$ cat src/pkg/sto_pkg.sv
package sto_pkg;

   // Control clock
   localparam int unsigned CLK_HZ = 25_000_000;
   localparam int unsigned MS_PER_S = 1000;
   localparam int unsigned CYC_PER_MS = CLK_HZ / MS_PER_S;

   // Timing figures in milliseconds
   localparam int unsigned HOLDUP_MS = 400;
   localparam int unsigned RELAY_MIN_MS = 400;
   localparam int unsigned RELAY_MAX_MS = 1000;
   localparam int unsigned SW_RAMP_MS = 1000;
   localparam int unsigned SC_RAMP_MS = 500;

   // Widths
   localparam int unsigned SPD_W = 16;
   localparam int unsigned MS_W = 18;
   localparam int unsigned TICK_W = 24;

   // Speed threshold: below one percent of the smaller limit
   localparam int unsigned PCT_SCALE = 100;

   // Pulse oscillator: half period in cycles, and loss window for the driver stage
   localparam int unsigned OSC_HALF_CYC = 25;
   localparam int unsigned OSC_LOSS_CYC = 4 * OSC_HALF_CYC;
   localparam int unsigned OSC_W = 8;

   // Reset values
   localparam logic RST_RELAY = 1'b0;
   localparam logic RST_EN = 1'b0;
   localparam logic RST_BRAKE = 1'b0;
   localparam logic RST_ENGAGE = 1'b1;

   // Sequencer states
   typedef enum logic [2:0] {
      ST_OFF = 3'b000,
      ST_RUN = 3'b001,
      ST_SW_STOP = 3'b010,
      ST_SC_STOP = 3'b011,
      ST_SAFE = 3'b100
   } sto_state_e;

   // Power-up state: safe, so a restart needs a fresh ready pair
   localparam sto_state_e RST_STATE = ST_SAFE;

endpackage : sto_pkg

$ cat src/logic/sto_sequencer.sv
`timescale 1ns/1ps

// Notes on behaviour
// - Run only with low input low and high input high; else safe torque off.
// - Keep oscillator powered about 400 ms after safe inputs drop.
// - Oscillator emits a constant-frequency pulse train while powered.
// - Driver supply gives no energy when the pulse train is absent.
// - Safe-state relay closes with auxiliary supply present and safety function active.
// - Relay closes 0.4 s to 1 s after inputs open, speed forced to zero.
// - Ready inputs alone do not enable; software enable must also be set.
// - Software stop: brake and zero setpoint at speed below 1% or after 1 s.
// - Software stop: engage brake, disable stage after 1 s plus brake delay.
// - Circuit opened: brake and zero setpoint at speed below 1% or after 500 ms.
// - Circuit opened: engage brake, disable stage after 500 ms plus brake delay.
module sto_sequencer #(
   parameter int unsigned MS_TICK_CYC = sto_pkg::CYC_PER_MS
) (
   input wire logic clk_sys,
   input wire logic rst,
   input wire logic safe_in_low,
   input wire logic safe_in_high,
   input wire logic aux_supply_ok,
   input wire logic sw_enable,
   input wire logic [sto_pkg::SPD_W-1:0] speed_actual,
   input wire logic [sto_pkg::SPD_W-1:0] speed_limit_a,
   input wire logic [sto_pkg::SPD_W-1:0] speed_limit_b,
   input wire logic [sto_pkg::SPD_W-1:0] brake_delay_time,
   output logic isolator_one,
   output logic isolator_two,
   output logic driver_supply_on,
   output logic power_stage_en,
   output logic controller_en,
   output logic brake_cmd,
   output logic brake_engage,
   output logic speed_setpoint_zero,
   output logic safe_state_relay,
   output logic [2:0] seq_state
);
   import sto_pkg::*;

   // True when speed is under one percent of the smaller limit
   function automatic logic below_pct(input logic [SPD_W-1:0] spd, input logic [SPD_W-1:0] la,
                                      input logic [SPD_W-1:0] lb);
      logic [SPD_W-1:0] lmin;
      logic [SPD_W+6:0] scaled;
      lmin = (la < lb) ? la : lb;
      scaled = (SPD_W+7)'(spd) * (SPD_W+7)'(PCT_SCALE);
      return scaled < (SPD_W+7)'(lmin);
   endfunction : below_pct

   // Pin synchronisers, two flops each
   logic low_s1_q;
   logic low_s2_q;
   logic high_s1_q;
   logic high_s2_q;
   logic aux_s1_q;
   logic aux_s2_q;

   // Millisecond tick
   logic [TICK_W-1:0] tick_q;
   logic [TICK_W-1:0] tick_d;
   logic ms_tick;

   // Hold-up and stop timers, in ms
   logic [MS_W-1:0] holdup_q;
   logic [MS_W-1:0] holdup_d;
   logic [MS_W-1:0] ramp_q;
   logic [MS_W-1:0] ramp_d;

   // Sequencer
   sto_state_e state_q;
   sto_state_e state_d;
   logic brake_q;
   logic brake_d;
   logic engage_q;
   logic engage_d;
   logic en_q;
   logic en_d;
   logic relay_q;
   logic relay_d;

   // Pulse-loss watchdog of the driver stage
   logic [OSC_W-1:0] loss_q;
   logic [OSC_W-1:0] loss_d;
   logic pulse_prev_q;
   logic alive_q;
   logic alive_d;

   // Decoded conditions
   logic inputs_ready;
   logic holdup_running;
   logic osc_powered;
   logic slow;
   logic [MS_W-1:0] ramp_limit;
   logic [MS_W-1:0] engage_at;
   logic ramp_done;
   logic engage_due;
   logic stopping;
   logic pulse_edge;
   logic go_ready;
   logic rearm_ready;
   logic run_permit;

   // Pins come from outside the clock domain
   always_ff @(posedge clk_sys) begin
      if (rst) begin
         low_s1_q <= 1'b0;
         low_s2_q <= 1'b0;
         high_s1_q <= 1'b0;
         high_s2_q <= 1'b0;
         aux_s1_q <= 1'b0;
         aux_s2_q <= 1'b0;
      end else begin
         low_s1_q <= safe_in_low;
         low_s2_q <= low_s1_q;
         high_s1_q <= safe_in_high;
         high_s2_q <= high_s1_q;
         aux_s1_q <= aux_supply_ok;
         aux_s2_q <= aux_s1_q;
      end
   end

   // Only one pattern of the pair permits running; open inputs read low
   assign inputs_ready = !low_s2_q && high_s2_q;

   // Ready pair with and without software enable; the second re-arms after a safe stop
   assign go_ready = inputs_ready && sw_enable;
   assign rearm_ready = inputs_ready && !sw_enable;

   // Free-running millisecond prescaler
   assign ms_tick = (tick_q == TICK_W'(MS_TICK_CYC - 1));
   assign tick_d = ms_tick ? '0 : tick_q + TICK_W'(1);

   // Prescaler register
   always_ff @(posedge clk_sys) begin
      if (rst) begin
         tick_q <= '0;
      end else begin
         tick_q <= tick_d;
      end
   end

   // Hold-up: reloads while ready, runs down once the inputs drop
   assign holdup_running = (holdup_q != '0);
   assign holdup_d = inputs_ready ? MS_W'(HOLDUP_MS) :
                     (holdup_running && ms_tick) ? holdup_q - MS_W'(1) : holdup_q;
   assign osc_powered = inputs_ready || holdup_running;

   // Reset starts in the expired state so power-up is safe
   always_ff @(posedge clk_sys) begin
      if (rst) begin
         holdup_q <= '0;
      end else begin
         holdup_q <= holdup_d;
      end
   end

   // Oscillator lives only on the hold-up supply
   sto_pulse_osc u_osc (
      .clk_sys(clk_sys),
      .rst(rst),
      .powered(osc_powered),
      .isolator_one(isolator_one),
      .isolator_two(isolator_two)
   );

   // Driver stage: each edge of channel one that matches channel two restarts a quiet count; a quiet window kills the supply
   assign pulse_edge = (isolator_one != pulse_prev_q) && (isolator_one == isolator_two);
   assign loss_d = pulse_edge ? '0 : ((loss_q == OSC_W'(OSC_LOSS_CYC)) ? loss_q : loss_q + OSC_W'(1));
   assign alive_d = pulse_edge || (alive_q && (loss_q != OSC_W'(OSC_LOSS_CYC)));

   // Watchdog registers; reset reads as pulses already lost
   always_ff @(posedge clk_sys) begin
      if (rst) begin
         loss_q <= OSC_W'(OSC_LOSS_CYC);
         pulse_prev_q <= 1'b0;
         alive_q <= 1'b0;
      end else begin
         loss_q <= loss_d;
         pulse_prev_q <= isolator_one;
         alive_q <= alive_d;
      end
   end

   // Driver supply follows the watchdog flop
   assign driver_supply_on = alive_q;

   // Stop thresholds depend on which shutdown is running
   assign slow = below_pct(speed_actual, speed_limit_a, speed_limit_b);
   assign ramp_limit = (state_q == ST_SC_STOP) ? MS_W'(SC_RAMP_MS) : MS_W'(SW_RAMP_MS);
   assign engage_at = ramp_limit + MS_W'(brake_delay_time);
   assign ramp_done = (ramp_q >= ramp_limit);
   assign engage_due = (ramp_q >= engage_at);
   assign stopping = (state_q == ST_SW_STOP) || (state_q == ST_SC_STOP);

   // Ramp timer runs only inside a stop; cleared on entry
   assign ramp_d = !stopping ? '0 :
                   (state_d != state_q) ? '0 :
                   (ms_tick && !engage_due) ? ramp_q + MS_W'(1) : ramp_q;

   // Next-state logic
   always_comb begin
      state_d = state_q;
      case (state_q)
         ST_OFF: begin
            if (go_ready) begin
               state_d = ST_RUN;
            end
         end
         ST_RUN: begin
            if (!inputs_ready) begin
               state_d = ST_SC_STOP;
            end else if (!sw_enable) begin
               state_d = ST_SW_STOP;
            end
         end
         ST_SW_STOP: begin
            if (!inputs_ready) begin
               state_d = ST_SC_STOP;
            end else if (engage_due) begin
               state_d = ST_OFF;
            end
         end
         ST_SC_STOP: begin
            if (engage_due) begin
               state_d = ST_SAFE;
            end
         end
         ST_SAFE: begin
            // Leaving needs a fresh ready pattern with software enable dropped
            if (rearm_ready) begin
               state_d = ST_OFF;
            end
         end
         default: begin
            state_d = ST_SAFE;
         end
      endcase
   end

   // Brake command with setpoint forced to zero, latched for the stop
   assign brake_d = stopping && (state_d == state_q) ?
                    (brake_q || slow || ramp_done) : 1'b0;

   // Holding brake engages as a stop hands over to off or safe, and stays there;
   // a software stop that turns into a circuit stop restarts its ramp without engaging
   assign engage_d = (state_d == ST_OFF) || (state_d == ST_SAFE);

   // Hardware permit and software enable together; either loss starts a timed stop that holds the stage enable on
   assign run_permit = osc_powered && sw_enable;

   // Stage enable: permit in run, held through a timed stop
   assign en_d = ((state_d == ST_RUN) && run_permit) ||
                 (state_d == ST_SW_STOP) || (state_d == ST_SC_STOP);

   // Relay: function active once hold-up has expired with inputs not ready
   assign relay_d = aux_s2_q && !inputs_ready && !holdup_running;

   // State and ramp timer registers
   always_ff @(posedge clk_sys) begin
      if (rst) begin
         state_q <= RST_STATE;
         ramp_q <= '0;
      end else begin
         state_q <= state_d;
         ramp_q <= ramp_d;
      end
   end

   // Brake flops; reset comes up with the holding brake engaged
   always_ff @(posedge clk_sys) begin
      if (rst) begin
         brake_q <= RST_BRAKE;
         engage_q <= RST_ENGAGE;
      end else begin
         brake_q <= brake_d;
         engage_q <= engage_d;
      end
   end

   // Enable and relay flops; the relay is status only and carries no safety role
   always_ff @(posedge clk_sys) begin
      if (rst) begin
         en_q <= RST_EN;
         relay_q <= RST_RELAY;
      end else begin
         en_q <= en_d;
         relay_q <= relay_d;
      end
   end

   // A dead driver supply overrides the stage enable; controller_en follows en_q alone
   assign power_stage_en = en_q && driver_supply_on;
   assign controller_en = en_q;
   assign brake_cmd = brake_q || engage_q;
   assign brake_engage = engage_q;
   assign speed_setpoint_zero = brake_q || !en_q;
   assign safe_state_relay = relay_q;
   assign seq_state = state_q;

endmodule : sto_sequencer

$ cat src/logic/sto_pulse_osc.sv
`timescale 1ns/1ps

// Fixed-frequency pulse source feeding both isolators
module sto_pulse_osc (
   input wire logic clk_sys,
   input wire logic rst,
   input wire logic powered,
   output logic isolator_one,
   output logic isolator_two
);
   import sto_pkg::*;

   logic [OSC_W-1:0] div_q;
   logic [OSC_W-1:0] div_d;
   logic phase_q;
   logic phase_d;
   logic wrap;

   // Half-period divider; stops dead when unpowered
   assign wrap = (div_q == OSC_W'(OSC_HALF_CYC - 1));
   assign div_d = (!powered || wrap) ? '0 : div_q + OSC_W'(1);
   assign phase_d = !powered ? 1'b0 : (wrap ? ~phase_q : phase_q);

   // Divider and phase registers
   always_ff @(posedge clk_sys) begin
      if (rst) begin
         div_q <= '0;
         phase_q <= 1'b0;
      end else begin
         div_q <= div_d;
         phase_q <= phase_d;
      end
   end

   // Both channels carry the same train, so one stuck channel is visible downstream
   always_ff @(posedge clk_sys) begin
      if (rst) begin
         isolator_one <= 1'b0;
         isolator_two <= 1'b0;
      end else begin
         isolator_one <= phase_q;
         isolator_two <= phase_q;
      end
   end

endmodule : sto_pulse_osc

$ cat config.mk
export PLATFORM = sky130hd
export DESIGN_NAME = sto_sequencer
export DESIGN_NICKNAME = d
export VERILOG_FILES = /design/src/pkg/sto_pkg.sv /design/src/logic/sto_sequencer.sv /design/src/logic/sto_pulse_osc.sv
export SDC_FILE = /design/constraint.sdc
export NUM_CORES = 1
export LEC_CHECK = 0
export ABC_CLOCK_PERIOD_IN_PS = 4400
export BUFFER_PORTS_ARGS = -buffer_cell sky130_fd_sc_hd__buf_2
export CORE_MARGIN = 1
export CORE_UTILIZATION = 40
export CTS_BUF_LIST = sky130_fd_sc_hd__clkbuf_4 sky130_fd_sc_hd__clkbuf_8 sky130_fd_sc_hd__clkbuf_16
export DETAILED_ROUTE_END_ITERATION = 10
export PLACE_DENSITY_LB_ADDON = 0.3
export SYNTH_ARGS = -nofsm -noshare
export SYNTH_HDL_FRONTEND = slang
export SYNTH_HIERARCHICAL = 1
export SYNTH_SLANG_ARGS = --single-unit
$ cat constraint.sdc
create_clock -name clk_sys -period 4.4 [get_ports clk_sys]
set_input_delay 1.1 -clock clk_sys [delete_from_list [all_inputs] [get_ports clk_sys]]
set_output_delay 1.1 -clock clk_sys [all_outputs]
set_load 0.1 [all_outputs]
# Word level (Yosys, flattened, before mapping)
# Cells that the tools add are included.
[word_totals] word_cells=108 out_inout_bits=12 input_bits=70 register_bits=93
[op_classes] multipliers=1 n_reduce_logical=41 mux=14 n_eq_ne=16 n_bitwise=4 n_lt_le_gt_ge=4 n_addsub=6
[op_table] op="24-bit by 1-bit adder with 24-bit output, second input constant" n=1
[op_table] op="24-bit by 15-bit equality test with 1-bit output, second input constant" n=1
[op_table] op="23-bit by 16-bit less-than comparator with 1-bit output" n=1
[op_table] op="16-bit by 5-bit multiplier with 21-bit output, second input constant" n=1
[op_table] op="3-bit two-way mux" n=7
[op_table] op="18-bit by 1-bit adder with 18-bit output, second input constant" n=1
[op_table] op="18-bit by 10-bit greater-or-equal comparator with 1-bit output" n=1
[op_table] op="18-bit by 17-bit greater-or-equal comparator with 1-bit output" n=1
[op_table] op="9-bit two-way mux" n=2
[op_table] op="18-bit nonzero test" n=1
[op_table] op="18-bit by 1-bit subtractor with 18-bit output, second input constant" n=1
[op_table] op="10-bit by 16-bit adder with 17-bit output" n=1
[op_table] op="8-bit by 1-bit adder with 8-bit output, second input constant" n=2
[op_table] op="16-bit less-than comparator" n=1
[op_table] op="16-bit two-way mux" n=1
[op_table] op="3-bit one-hot mux with 5 select lines" n=1
[op_table] op="7-bit two-way mux" n=2
[op_table] op="3-bit by 2-bit equality test with 1-bit output, second input constant" n=4
[op_table] op="1-bit logical AND" n=12
[op_table] op="2-bit OR reduction" n=6
[op_table] op="1-bit logical OR" n=11
[op_table] op="10-bit two-way mux" n=1
[op_table] op="8-bit by 5-bit equality test with 1-bit output, second input constant" n=1
[op_table] op="8-bit by 7-bit equality test with 1-bit output, second input constant" n=1
[op_table] op="12 further kinds" n=24

# Depth between registers and ports, before layout
# Gate-level depths: netlist of the first run.
[depth] depth_word=11 ltp_mapped=20 mapped_depth_nobuf=20

# Hierarchy
# The synthesis of the first run kept the hierarchy.
[modules_own_cells] module="sto_sequencer" instances=1 cells_each=821 seq_area_each_um2=1661.6 area_each_um2=6764.0
[modules_own_cells] module="sto_pulse_osc" instances=1 cells_each=48 seq_area_each_um2=200.2 area_each_um2=429.2

# Worst setup path before layout of the first run
# No wires, ideal clock.
[synth_path] path_type="register to register" from="reg state_q[0] (netlist: seq_state[0])" to="reg ramp_q[3]" path_buffers=0 period_less_slack_ns=5.123 setup_ns=0.128 required_ns=4.272 arrival_ns=4.996 path_stages_with_launch=20 slack_ns=-0.723 path_cell_list="dfxtp_1 > nand3b_1 > inv_1 > ha_1 > inv_1 > fa_1 > nor2b_1 > or3_1 > a21o_1 > and3_1 > nand3_1 > ha_1 > a211oi_1 > nand2_1 > a211o_1 > o32ai_2 > nor3b_1 > nand4_1 > xor2_1 > nor2_1"
[synth_via] elab_chain_len=9 word_cells_on_any_way=22 cone_classes="add/sub: 1; order compare: 1; eq/ne: 5; mux: 9; bitwise: 1; reduce/logical: 5"
[synth_lines] element="from (decl)" line_no="sto_sequencer.sv:71" source="sto_state_e state_q;"
[synth_lines] element="from (signal assigned)" line_no="sto_sequencer.sv:265" source="state_q <= state_d;"
[synth_lines] element="3-bit by 2-bit equality test with 1-bit output" line_no="sto_sequencer.sv:190, sto_sequencer.sv:194, sto_sequencer.sv:204"
[synth_lines] element="10-bit two-way mux" line_no="sto_sequencer.sv:190" source="assign ramp_limit = (state_q == ST_SC_STOP) ? MS_W'(SC_RAMP_MS) : MS_W'(SW_RAMP_MS);"
[synth_lines] element="10-bit by 16-bit adder with 17-bit output" line_no="sto_sequencer.sv:191" source="assign engage_at = ramp_limit + MS_W'(brake_delay_time);"
[synth_lines] element="18-bit by 17-bit greater-or-equal comparator with 1-bit output" line_no="sto_sequencer.sv:193" source="assign engage_due = (ramp_q >= engage_at);"
[synth_lines] element="3-bit two-way mux" line_no="sto_sequencer.sv:220" source="end else if (engage_due) begin"
[synth_lines] element="3-bit two-way mux" line_no="sto_sequencer.sv:218" source="if (!inputs_ready) begin"
[synth_lines] element="3-bit one-hot mux with 5 select lines" line_no="sto_sequencer.sv:204" source="case (state_q)"
[synth_lines] element="3-bit != test" line_no="sto_sequencer.sv:198" source="(state_d != state_q) ? '0 :"
[synth_lines] element="3-bit OR reduction (no line)"
[synth_lines] element="to (signal assigned)" line_no="sto_sequencer.sv:266" source="ramp_q <= ramp_d;"
[synth_lines] element="to (decl)" line_no="sto_sequencer.sv:67" source="logic [MS_W-1:0] ramp_q;"
# Parallel ways exist; a longest one is shown, timed or not.
# A chain may end at the register's enable or synchronous reset.

# Worst setup path in the final report of the first run
[layout_path] from="in speed_actual[1] (netlist bit)" to="reg brake_q"
[layout_via] elab_chain_len=4
[layout_lines] element="from (decl)" line_no="sto_sequencer.sv:24" source="input wire logic [sto_pkg::SPD_W-1:0] speed_actual,"
[layout_lines] element="16-bit by 5-bit multiplier with 21-bit output" line_no="sto_sequencer.sv:47" source="scaled = (SPD_W+7)'(spd) * (SPD_W+7)'(PCT_SCALE);"
[layout_lines] element="23-bit by 16-bit less-than comparator with 1-bit output" line_no="sto_sequencer.sv:48" source="return scaled < (SPD_W+7)'(lmin);"
[layout_lines] element="1-bit logical OR (2 in series)" line_no="sto_sequencer.sv:243" source="(brake_q || slow || ramp_done) : 1'b0;"
[layout_lines] element="to (signal assigned)" line_no="sto_sequencer.sv:276" source="brake_q <= brake_d;"
[layout_lines] element="to (decl)" line_no="sto_sequencer.sv:73" source="logic brake_q;"
# Every way passes these cells.

==> metrics.txt, run 1 <==
outcome finished with violations; failing checks negative setup slack; peak supply drop between 0.2 and 0.25 mV; Ant. Diodes 0; CP Cell Sequence buf_2 -> ha_1 -> ha_4 -> inv_2 -> fa_1 -> inv_2 -> ha_4 -> nand3_2 -> o211ai_1 -> buf_4 -> nand3_2 -> nand2_2 -> xor2_1 -> ha_1 -> nand4_1 -> a21oi_2 -> nor3_2 -> or4_1 -> o31ai_2 -> o31ai_1; CTS clk-pin slew, worst paths 60 ps; port bufs 81; vias in the first global route 6115; Routability Congestion 0.810; share of layout cells above drive strength 1 about a quarter; RSZ-0062 raised after global routing yes; CTS Buf Count 9; Syn Nets 1065; Worst-Skew Late Latency approximately 340 ps; CP startpoint kind input port; most common cell after layout, fill and taps aside nor2_1; first-pass detailed-route iteration total 5; TritonCTS clock tree built; Final WS setup -64.2 ps; row count 48; H-tree levels 3; Post-CTS Hold Fix Bufs 0; gr ovfl total 0; Root Buffer clkbuf_16; DR vias 6257; clk sinks 93; Crit Path Class in -> reg; post-synthesis cell area around 7200 sq um; DR vias/cell 5.00; Area growth syn-to-layout 28.0%; Max Clock Skew 10.4 ps; Final Hold Viols 0; post-synth top area share 25.9%; GRT Util Overall 18.2%; placed insts 1225; Starting Density about two fifths; Post-synth EDFFs 0; first-pass GRT wire length 27100 microns; post-synth cell types 55; gate count after technology mapping ~870; post-route ant nets 0; Slew Viols, Final 0; die area 18500 sq um; Core ar. 17400 sq um; Setup Slack @ Placement -453 ps; CP peak stage delay roughly 510 ps; total wire length 16000 microns; Syn Area/Cell between 8 and 9 sq um; Cell Pwr Density 293 nW/um^2; # Max-Cap Violations 0; routed length per instance between 10 and 15 microns; CTS Buffer Depth 2; Non-Filler Instances 1251; flop2flop setup slack 250 ps; most frequent cells in the layout 98 x nor2_1, 97 x ha_1, 95 x inv_1; initial antenna violation count 0; Pleak 4.18 nW; Fill cells ~1600; total power draw around 0.0027 W; final critical-path required period 4460 ps; Relative slew margins between 50% and 60%; Remaining DRCs 0; HPWL Detailed between 10000 and 15000 microns; maximum number of pins on one net before global-route repair 26; CP max FO 3; Synth area leaders dfxtp_1 26%, ha_1 20%, inv_1 5.3%, nor2_1 5.2%, xor2_1 4.6%; First DRT Iteration DRCs 249; Top Ports 82; dominant cell type by area after synthesis dfxtp_1; Critical Path RT about 4600 ps; Final setup viols 1; post-synthesis sequential area ratio 25.9%; Max Freq about 0.22 GHz; Slowest cell on crit path or4_1; chip height between 100 and 150 microns; CP Capture Type register; Data arrival, critical path 4680 ps; Ys Warns 6; die width 136 microns; actual slew at the worst max-slew pin 733 ps; final core utilization 52.9%; #FFs+latches synth 93; hold crit path type reg -> reg; nets approximately 1200; Main synth FF type dfxtp_1; period utilization 101%; async set-reset flop share out of synthesis 0%
==> stage by stage <==
stage	cell area, sq um	hold WS [ps]	TNS, ps
final	9210	432	-64.2
after global routing	9210	459	-417
after CTS	9030	436	-42.4
after detailed placement	8500	420	-6900
after global placement	8500	417	-5690
after floorplan	7400	414	-282
==> critical path, delay by kind of cell <==
family | cells | cell delay, ps
AND/OR/NAND/NOR | 6 | 910
XOR/XNOR | 1 | 60
buffers and inverters | 4 | 360
adder cells (fa/ha/maj) | 5 | 1550
AO/OA/AOI/OAI | 4 | 700
==> state kept, by name (all words and copies together), names as in the netlist <==
signal and count:
u_osc/phase_q 1, u_osc/div_q 8, tick_q 24, low_s2_q 1
safe_state_relay 1, u_osc/isolator_two 1, seq_state 3, ramp_q 18
controller_en 1, pulse_prev_q 1, aux_s2_q 1, low_s1_q 1
brake_engage 1, holdup_q 18, loss_q 8, high_s1_q 1
aux_s1_q 1, high_s2_q 1, brake_q 1, driver_supply_on 1
==> power by group <==
group	internal (W)	switching, W	total [W]
logic	0.000514	0.000525	0.00104
registers	0.000852	0.0000118	0.000864
clock network	0.000472	0.000321	0.000793
total	0.00184	0.000857	0.00270
==> Yosys cell counts, types with 3 or more instances <==
cell and n:
o31ai_1 3, and2_1 4, nand4_1 16, nand2b_1 8, ha_1 114, or3_1 12
o2111ai_1 4, or4_1 8, xnor2_1 37, o21bai_1 5, a21o_1 5, nor2b_1 16
or2_2 3, a31oi_1 4, dfxtp_1 93, mux2i_1 16, a211o_1 3, nor4_1 16
and4_1 3, nor3_1 19, a211oi_1 4, xor2_1 38, fa_1 12, inv_1 102
a21oi_1 43, nor2_1 100, o211ai_1 3, o21ai_0 28, clkbuf_1 10, and3_1 13
o21a_1 5, nand3_1 35, nand2_1 55, a2111oi_0 4
==> routing by layer <==
layer | GRT usage, % | part of all wire, %
met4 | 7.53 | 2.2
met2 | 30.5 | 47
met1 | 23.3 | 48
met5 | 0 | 0
met3 | 2.39 | 2.8
==> path summary, 6_finish.rpt <==
path                                       from         to  cells after the start
worst min register to register         aux_s1_q   aux_s2_q                      1
worst max register to register     seq_state[2]  ramp_q[8]                     20
worst max-delay path            speed_actual[1]    brake_q                     20
worst min-delay path                   aux_s1_q   aux_s2_q                      1
==> layout make-up <==
cell class,instances,area (sq um),share of cell area [%]
multi-input combinational,662,5380,58.4
sequential,93,1870,20.3
timing repair buffer,153,986,10.7
inverter,102,383,4.16
tap,225,282,3.06
clock buffer,12,254,2.76
clock inverter,4,53.8,0.584
==> cell families after synthesis <==
logic type	synth area share, %
buf+inv	6.02
simple gates	22.7
compound gates	10.9
xor+xnor	9.13
flops	25.9
mux	2.23
fa+ha+maj	23.2
==> timing repair <==
| action | in CTS | in global routing |
|---|---|---|
| gates resized for setup | 31 | 30 |
| setup endpoints to repair | 6 | 21 |
| hold endpoints to repair | 0 | 0 |
| buffers inserted | 8 | 2 |
| pin swaps | 30 | 34 |
No activity file was read; power rests on OpenSTA's default activity.
==> run 2: changes to the inputs <==
- CORE_UTILIZATION: 40 -> 25
==> metrics.txt, run 2 (synthesis gave the netlist of run 1 again) <==
CP startpoint kind input port; switching power 0.000907 W; GRT Util Overall 11.5%; Largest register FFs 24; Max Freq 0.224 GHz; combinational share of power 39.5%; most frequent cells in the layout 98 x nor2_1, 97 x ha_1, 94 x inv_1; nets 1213; Critical Path Sink brake_q; die area 29500 sq um; routed length per instance about 12 microns; clk sinks 93; total power draw roughly 0.0027 W; outcome finished with violations; chip height 172 microns; Most common cell on crit path ha_4; HPWL Detailed between 10000 and 15000 microns; port bufs 81; H-tree levels 3; reg2reg start seq_state[2]; Crit Path Class in -> reg; total wire length 16500 microns; RSZ-0062 raised after global routing yes; Core ar. 28000 sq um; maximum number of pins on one net before global-route repair 26; Top Ports 82; CTS Buffer Depth 2; flop2flop setup slack 150 ps; CTS Buf Count 9; share of layout cells above drive strength 1 25.3%; Worst Reg-to-Reg Cells 19; Data arrival, critical path 4690 ps; cell family with most CP delay adder cells; die width 172 microns; Root Buffer clkbuf_16; Buf+Inv Stages, Crit Path 3; post-route ant nets 0; Fill cells 2911; largest registers tick_q x24, holdup_q x18, ramp_q x18; Critical Path RT roughly 4600 ps; Relative slew margins 51.1%; initial antenna violation count 1; crit path launch speed_actual[2]; Worst-Skew Late Latency 360 ps; hold crit path type reg -> reg; CP max FO 3; Routability Congestion between 0.8 and 0.9; CP Cell Sequence buf_4 -> ha_4 -> ha_4 -> inv_2 -> fa_1 -> inv_2 -> ha_4 -> nor2b_4 -> o2111ai_4 -> a31oi_4 -> xor2_1 -> ha_1 -> nand4_1 -> a21oi_2 -> nor3_1 -> or4_1 -> o31ai_2 -> o31ai_1; Max Clock Skew 9.60 ps; DR vias/cell 4.42; failing checks negative setup slack; Sw Ratio 33.8%; Final setup viols 1; Biggest register tick_q; DR vias 6187; gr ovfl total 0; CP peak stage delay 520 ps; Slew Viols, Final 0; vias in the first global route 5798; Pleak roughly 4.3 nW; Remaining DRCs 0; RR Endpoint brake_q; peak supply drop about 0.17 mV; Final WS setup -55.1 ps; Area growth syn-to-layout 32.2%; Multi-input gate area 5480 sq um; internal power between 0.0015 and 0.002 W; FF+latch area 1870 sq um; first-pass GRT wire length roughly 27000 microns; Starting Density between 20% and 30%; Seq pwr share between 30% and 40%; CTS clk-pin slew, worst paths 70 ps; Final Hold Viols 0; period utilization 101%; TritonCTS clock tree built; first-pass detailed-route iteration total 4; Levels on crit path 18; CP Capture Type register; row count 61; final critical-path required period 4460 ps; most common cell after layout, fill and taps aside nor2_1; WHS Path Cells 1; clock group share of total power 28.4%; Worst Hold Slack 442 ps; Cell Pwr Density 282 nW/um^2; First DRT Iteration DRCs 219; Slowest cell on crit path or4_1; # Max-Cap Violations 0; actual slew at the worst max-slew pin a little over 700 ps
run 2: cell types whose count changed in the layout (fill, tap and decap cells not counted), moves of 2 or more:
cell and delta:
buf_4 -9, nor3_2 -5, nor3_4 +4, buf_6 +3, nand3_1 -3, a2111oi_2 +2, a211oi_1 -2, a211oi_2 +2
buf_12 +2, inv_8 +2, nand3_2 +2
run 2: power groups by stage:
stage | Sequential [W] | Clock (W) | Combinational, W
2_1_floorplan | 0.000884 | 0 | 0.000637
3_3_place_gp | 0.000882 | 0 | 0.000934
3_5_place_dp | 0.000883 | 0 | 0.000936
4_1_cts | 0.000863 | 0.000788 | 0.00101
5_1_grt | 0.000865 | 0.000818 | 0.00119
6_report | 0.000863 | 0.000760 | 0.00106
run 2: cell type report:
type / count / area share (%)
inverter: 102 / 4.03
tap: 378 / 4.97
clock buffer: 10 / 2.45
antenna: 1 / 0.0263
clock inverter: 6 / 0.592
timing repair buffer: 149 / 10.5
sequential: 93 / 19.7
multi-input combinational: 662 / 57.7
run 2: how the worst min path moves through the flow:
stage                         from  endpoint
after floorplan           aux_s1_q  aux_s2_q
after CTS                 aux_s1_q  aux_s2_q
final                     aux_s1_q  aux_s2_q
after detailed placement  aux_s1_q  aux_s2_q
after global routing      aux_s1_q  aux_s2_q
after global placement    aux_s1_q  aux_s2_q
run 2: what timing repair did:
item	in CTS	in global routing
pin swaps	29	40
hold endpoints to repair	0	0
setup buffers	6	3
resized for setup	45	45
hold buffers	0	0
endpoints found under the setup margin	3	22
run 2: metrics by stage:
step           cell area, sq um  instances  util (%)  worst slack [ps]  setup TNS, ps
3_5_place_dp               8710       1376      31.1              -674          -7510
3_3_place_gp               8710       1376      31.1              -569          -7380
6_report                   9510       1401      33.9             -55.1          -55.1
2_1_floorplan              7400        869         -             -97.2           -282
4_1_cts                    9280       1398      33.1             -60.6           -291
5_1_grt                    9510       1401      33.9              -220           -458
run 2: worst reg2reg max path: cells and delay by family, from the launching register on:
kind | cells | cell delay [ps]
adders and majority gates | 2 | 440
buffers and inverters | 3 | 400
and+or+nand+nor | 7 | 1740
DFF | 1 | 340
xor gates and xnor gates | 1 | 120
AOI/OAI and AO/OA | 6 | 1110
run 2: metal layers:
layer	track usage [%]	vias to the layer above	wire, microns
met2	19.6	48	8170
met3	1.36	19	290
met4	5.09	0	317
met5	0	-	0
li1	-	3306	-
met1	14.3	2814	7770
==> run 3: changes to the inputs <==
- PLACE_DENSITY: not set -> 0.43
- PLACE_DENSITY_LB_ADDON: 0.3 -> not set
==> metrics.txt, run 3 (synthesis gave the netlist of run 1 again) <==
outcome finished with violations; failing checks negative setup slack; HPWL Detailed 14200 microns; Largest register FFs 24; Routability Congestion 0.773; Biggest register tick_q; Post-CTS Hold Fix Bufs 0; CTS clk-pin slew, worst paths 60 ps; vias in the first global route 5972; reg2reg start seq_state[1]; Max Clock Skew 7.24 ps; DP Area 8810 sq um; nets around 1200; final core utilization between 30% and 40%; clk sinks 93; actual slew at the worst max-slew pin 719 ps; hold crit path type reg -> reg; Starting Density 25.7%; flop2flop setup slack 300 ps; die area 29500 sq um; final critical-path required period 4470 ps; Pleak 4.25 nW; first-pass detailed-route iteration total 4; Ant. Diodes 0; chip height 172 microns; Crit Path Class in -> reg; total wire length around 18000 microns; Area growth syn-to-layout 32.2%; Data arrival, critical path 4700 ps; DR vias 6279; initial antenna violation count 0; maximum number of pins on one net before global-route repair 26; CTS Buffer Depth 2; routed length per instance 12.4 microns; peak supply drop about 0.16 mV; Final setup viols 1; CP Capture Type register; post-route ant nets 0; Cell Pwr Density 285 nW/um^2; RSZ-0062 raised after global routing yes; CP startpoint kind input port; post-route cell area 9510 sq um; most frequent cells in the layout 97 x nor2_1, 97 x ha_1, 94 x inv_1; Max Freq around 0.22 GHz; Worst-Skew Late Latency 350 ps; Root Buffer clkbuf_16; Core ar. 28000 sq um; port bufs 81; first-pass GRT wire length 28700 microns; CTS Buf Count 9; CP max FO 4; hold path startpoint low_s1_q; H-tree levels 3; die width 172 microns; row count about 60; DR vias/cell 4.44; largest registers tick_q x24, holdup_q x18, ramp_q x18; period utilization 101%; WHS Endpoint low_s2_q; RR Endpoint ramp_q[10]; Worst Reg-to-Reg Cells 18; First DRT Iteration DRCs 226; share of layout cells above drive strength 1 around a quarter; total power draw 0.00271 W; TritonCTS clock tree built; GRT Util Overall around 12%; Fill cells 2996; Remaining DRCs 0; Critical Path RT 4640 ps; Final WS setup -65.7 ps; Final Hold Viols 0; gr ovfl total 0; Slew Viols, Final 0; # Max-Cap Violations 0; Top Ports 82; WHS Path Cells 1; Relative slew margins 51.7%
## run 3: layer usage
metal / track usage [%] / wire length [microns] / vias to the layer above
met5: 0 / 0 / -
met4: 3.88 / 240 / 0
li1: - / - / 3335
met1: 15.3 / 8200 / 2881
met2: 21.3 / 8760 / 46
met3: 1.73 / 348 / 17
## run 3: what timing repair did
item,CTS,global route
setup endpoints to repair,15,20
pin swaps,25,25
buffers inserted,4,2
cloned,0,0
gates resized for setup,43,30
## run 3: cell type report
| cell class | instances | area, sq um | area share [%] |
|---|---|---|---|
| clock buffer | 10 | 233 | 2.45 |
| clock inverter | 4 | 48.8 | 0.513 |
| inverter | 102 | 383 | 4.02 |
| multi-input combinational | 662 | 5420 | 57.0 |
| sequential | 93 | 1870 | 19.7 |
| tap | 378 | 473 | 4.97 |
| timing repair buffer | 165 | 1080 | 11.4 |
## run 3: critical path, cell delays in order
cell and delay (ps):
buf_6 110, ha_4 240, ha_4 250, inv_2 30, fa_1 510, inv_2 50
ha_4 250, buf_4 140, nand3_1 70, o211ai_1 80, buf_4 150, nand3_1 60
nand2_1 60, xor2_1 140, ha_1 290, nand4_1 160, a21oi_2 180, nor3_1 60
or4_4 510, o31ai_4 180, o31ai_1 80
## run 3: power breakdown
part	internal (W)	total, W	switching [W]
clock	0.000440	0.000761	0.000321
sequential	0.000852	0.000863	0.0000111
combinational	0.000543	0.00108	0.000542
total	0.00183	0.00271	0.000874
## run 3: worst max path at each step
stage,startpoint,endpoint,slack (ps),depth (start not counted)
6_report,speed_actual[5],brake_q,-70,21
5_1_grt,speed_actual[6],brake_q,-240,19
4_1_cts,speed_actual[3],brake_q,-80,20
3_5_place_dp,speed_actual[4],brake_q,-500,19
3_3_place_gp,speed_actual[4],brake_q,-480,19
2_1_floorplan,speed_actual[4],brake_q,-100,18
## run 3: stage by stage
step                      hold slack (ps)  worst slack (ps)  setup TNS, ps  cells
after global routing                  459              -236           -329   1414
after CTS                             442             -82.1          -82.1   1412
after floorplan                       414             -97.2           -282    869
final                                 436             -65.7          -65.7   1414
after global placement                424              -482          -7240   1394
after detailed placement              427              -505          -7660   1394
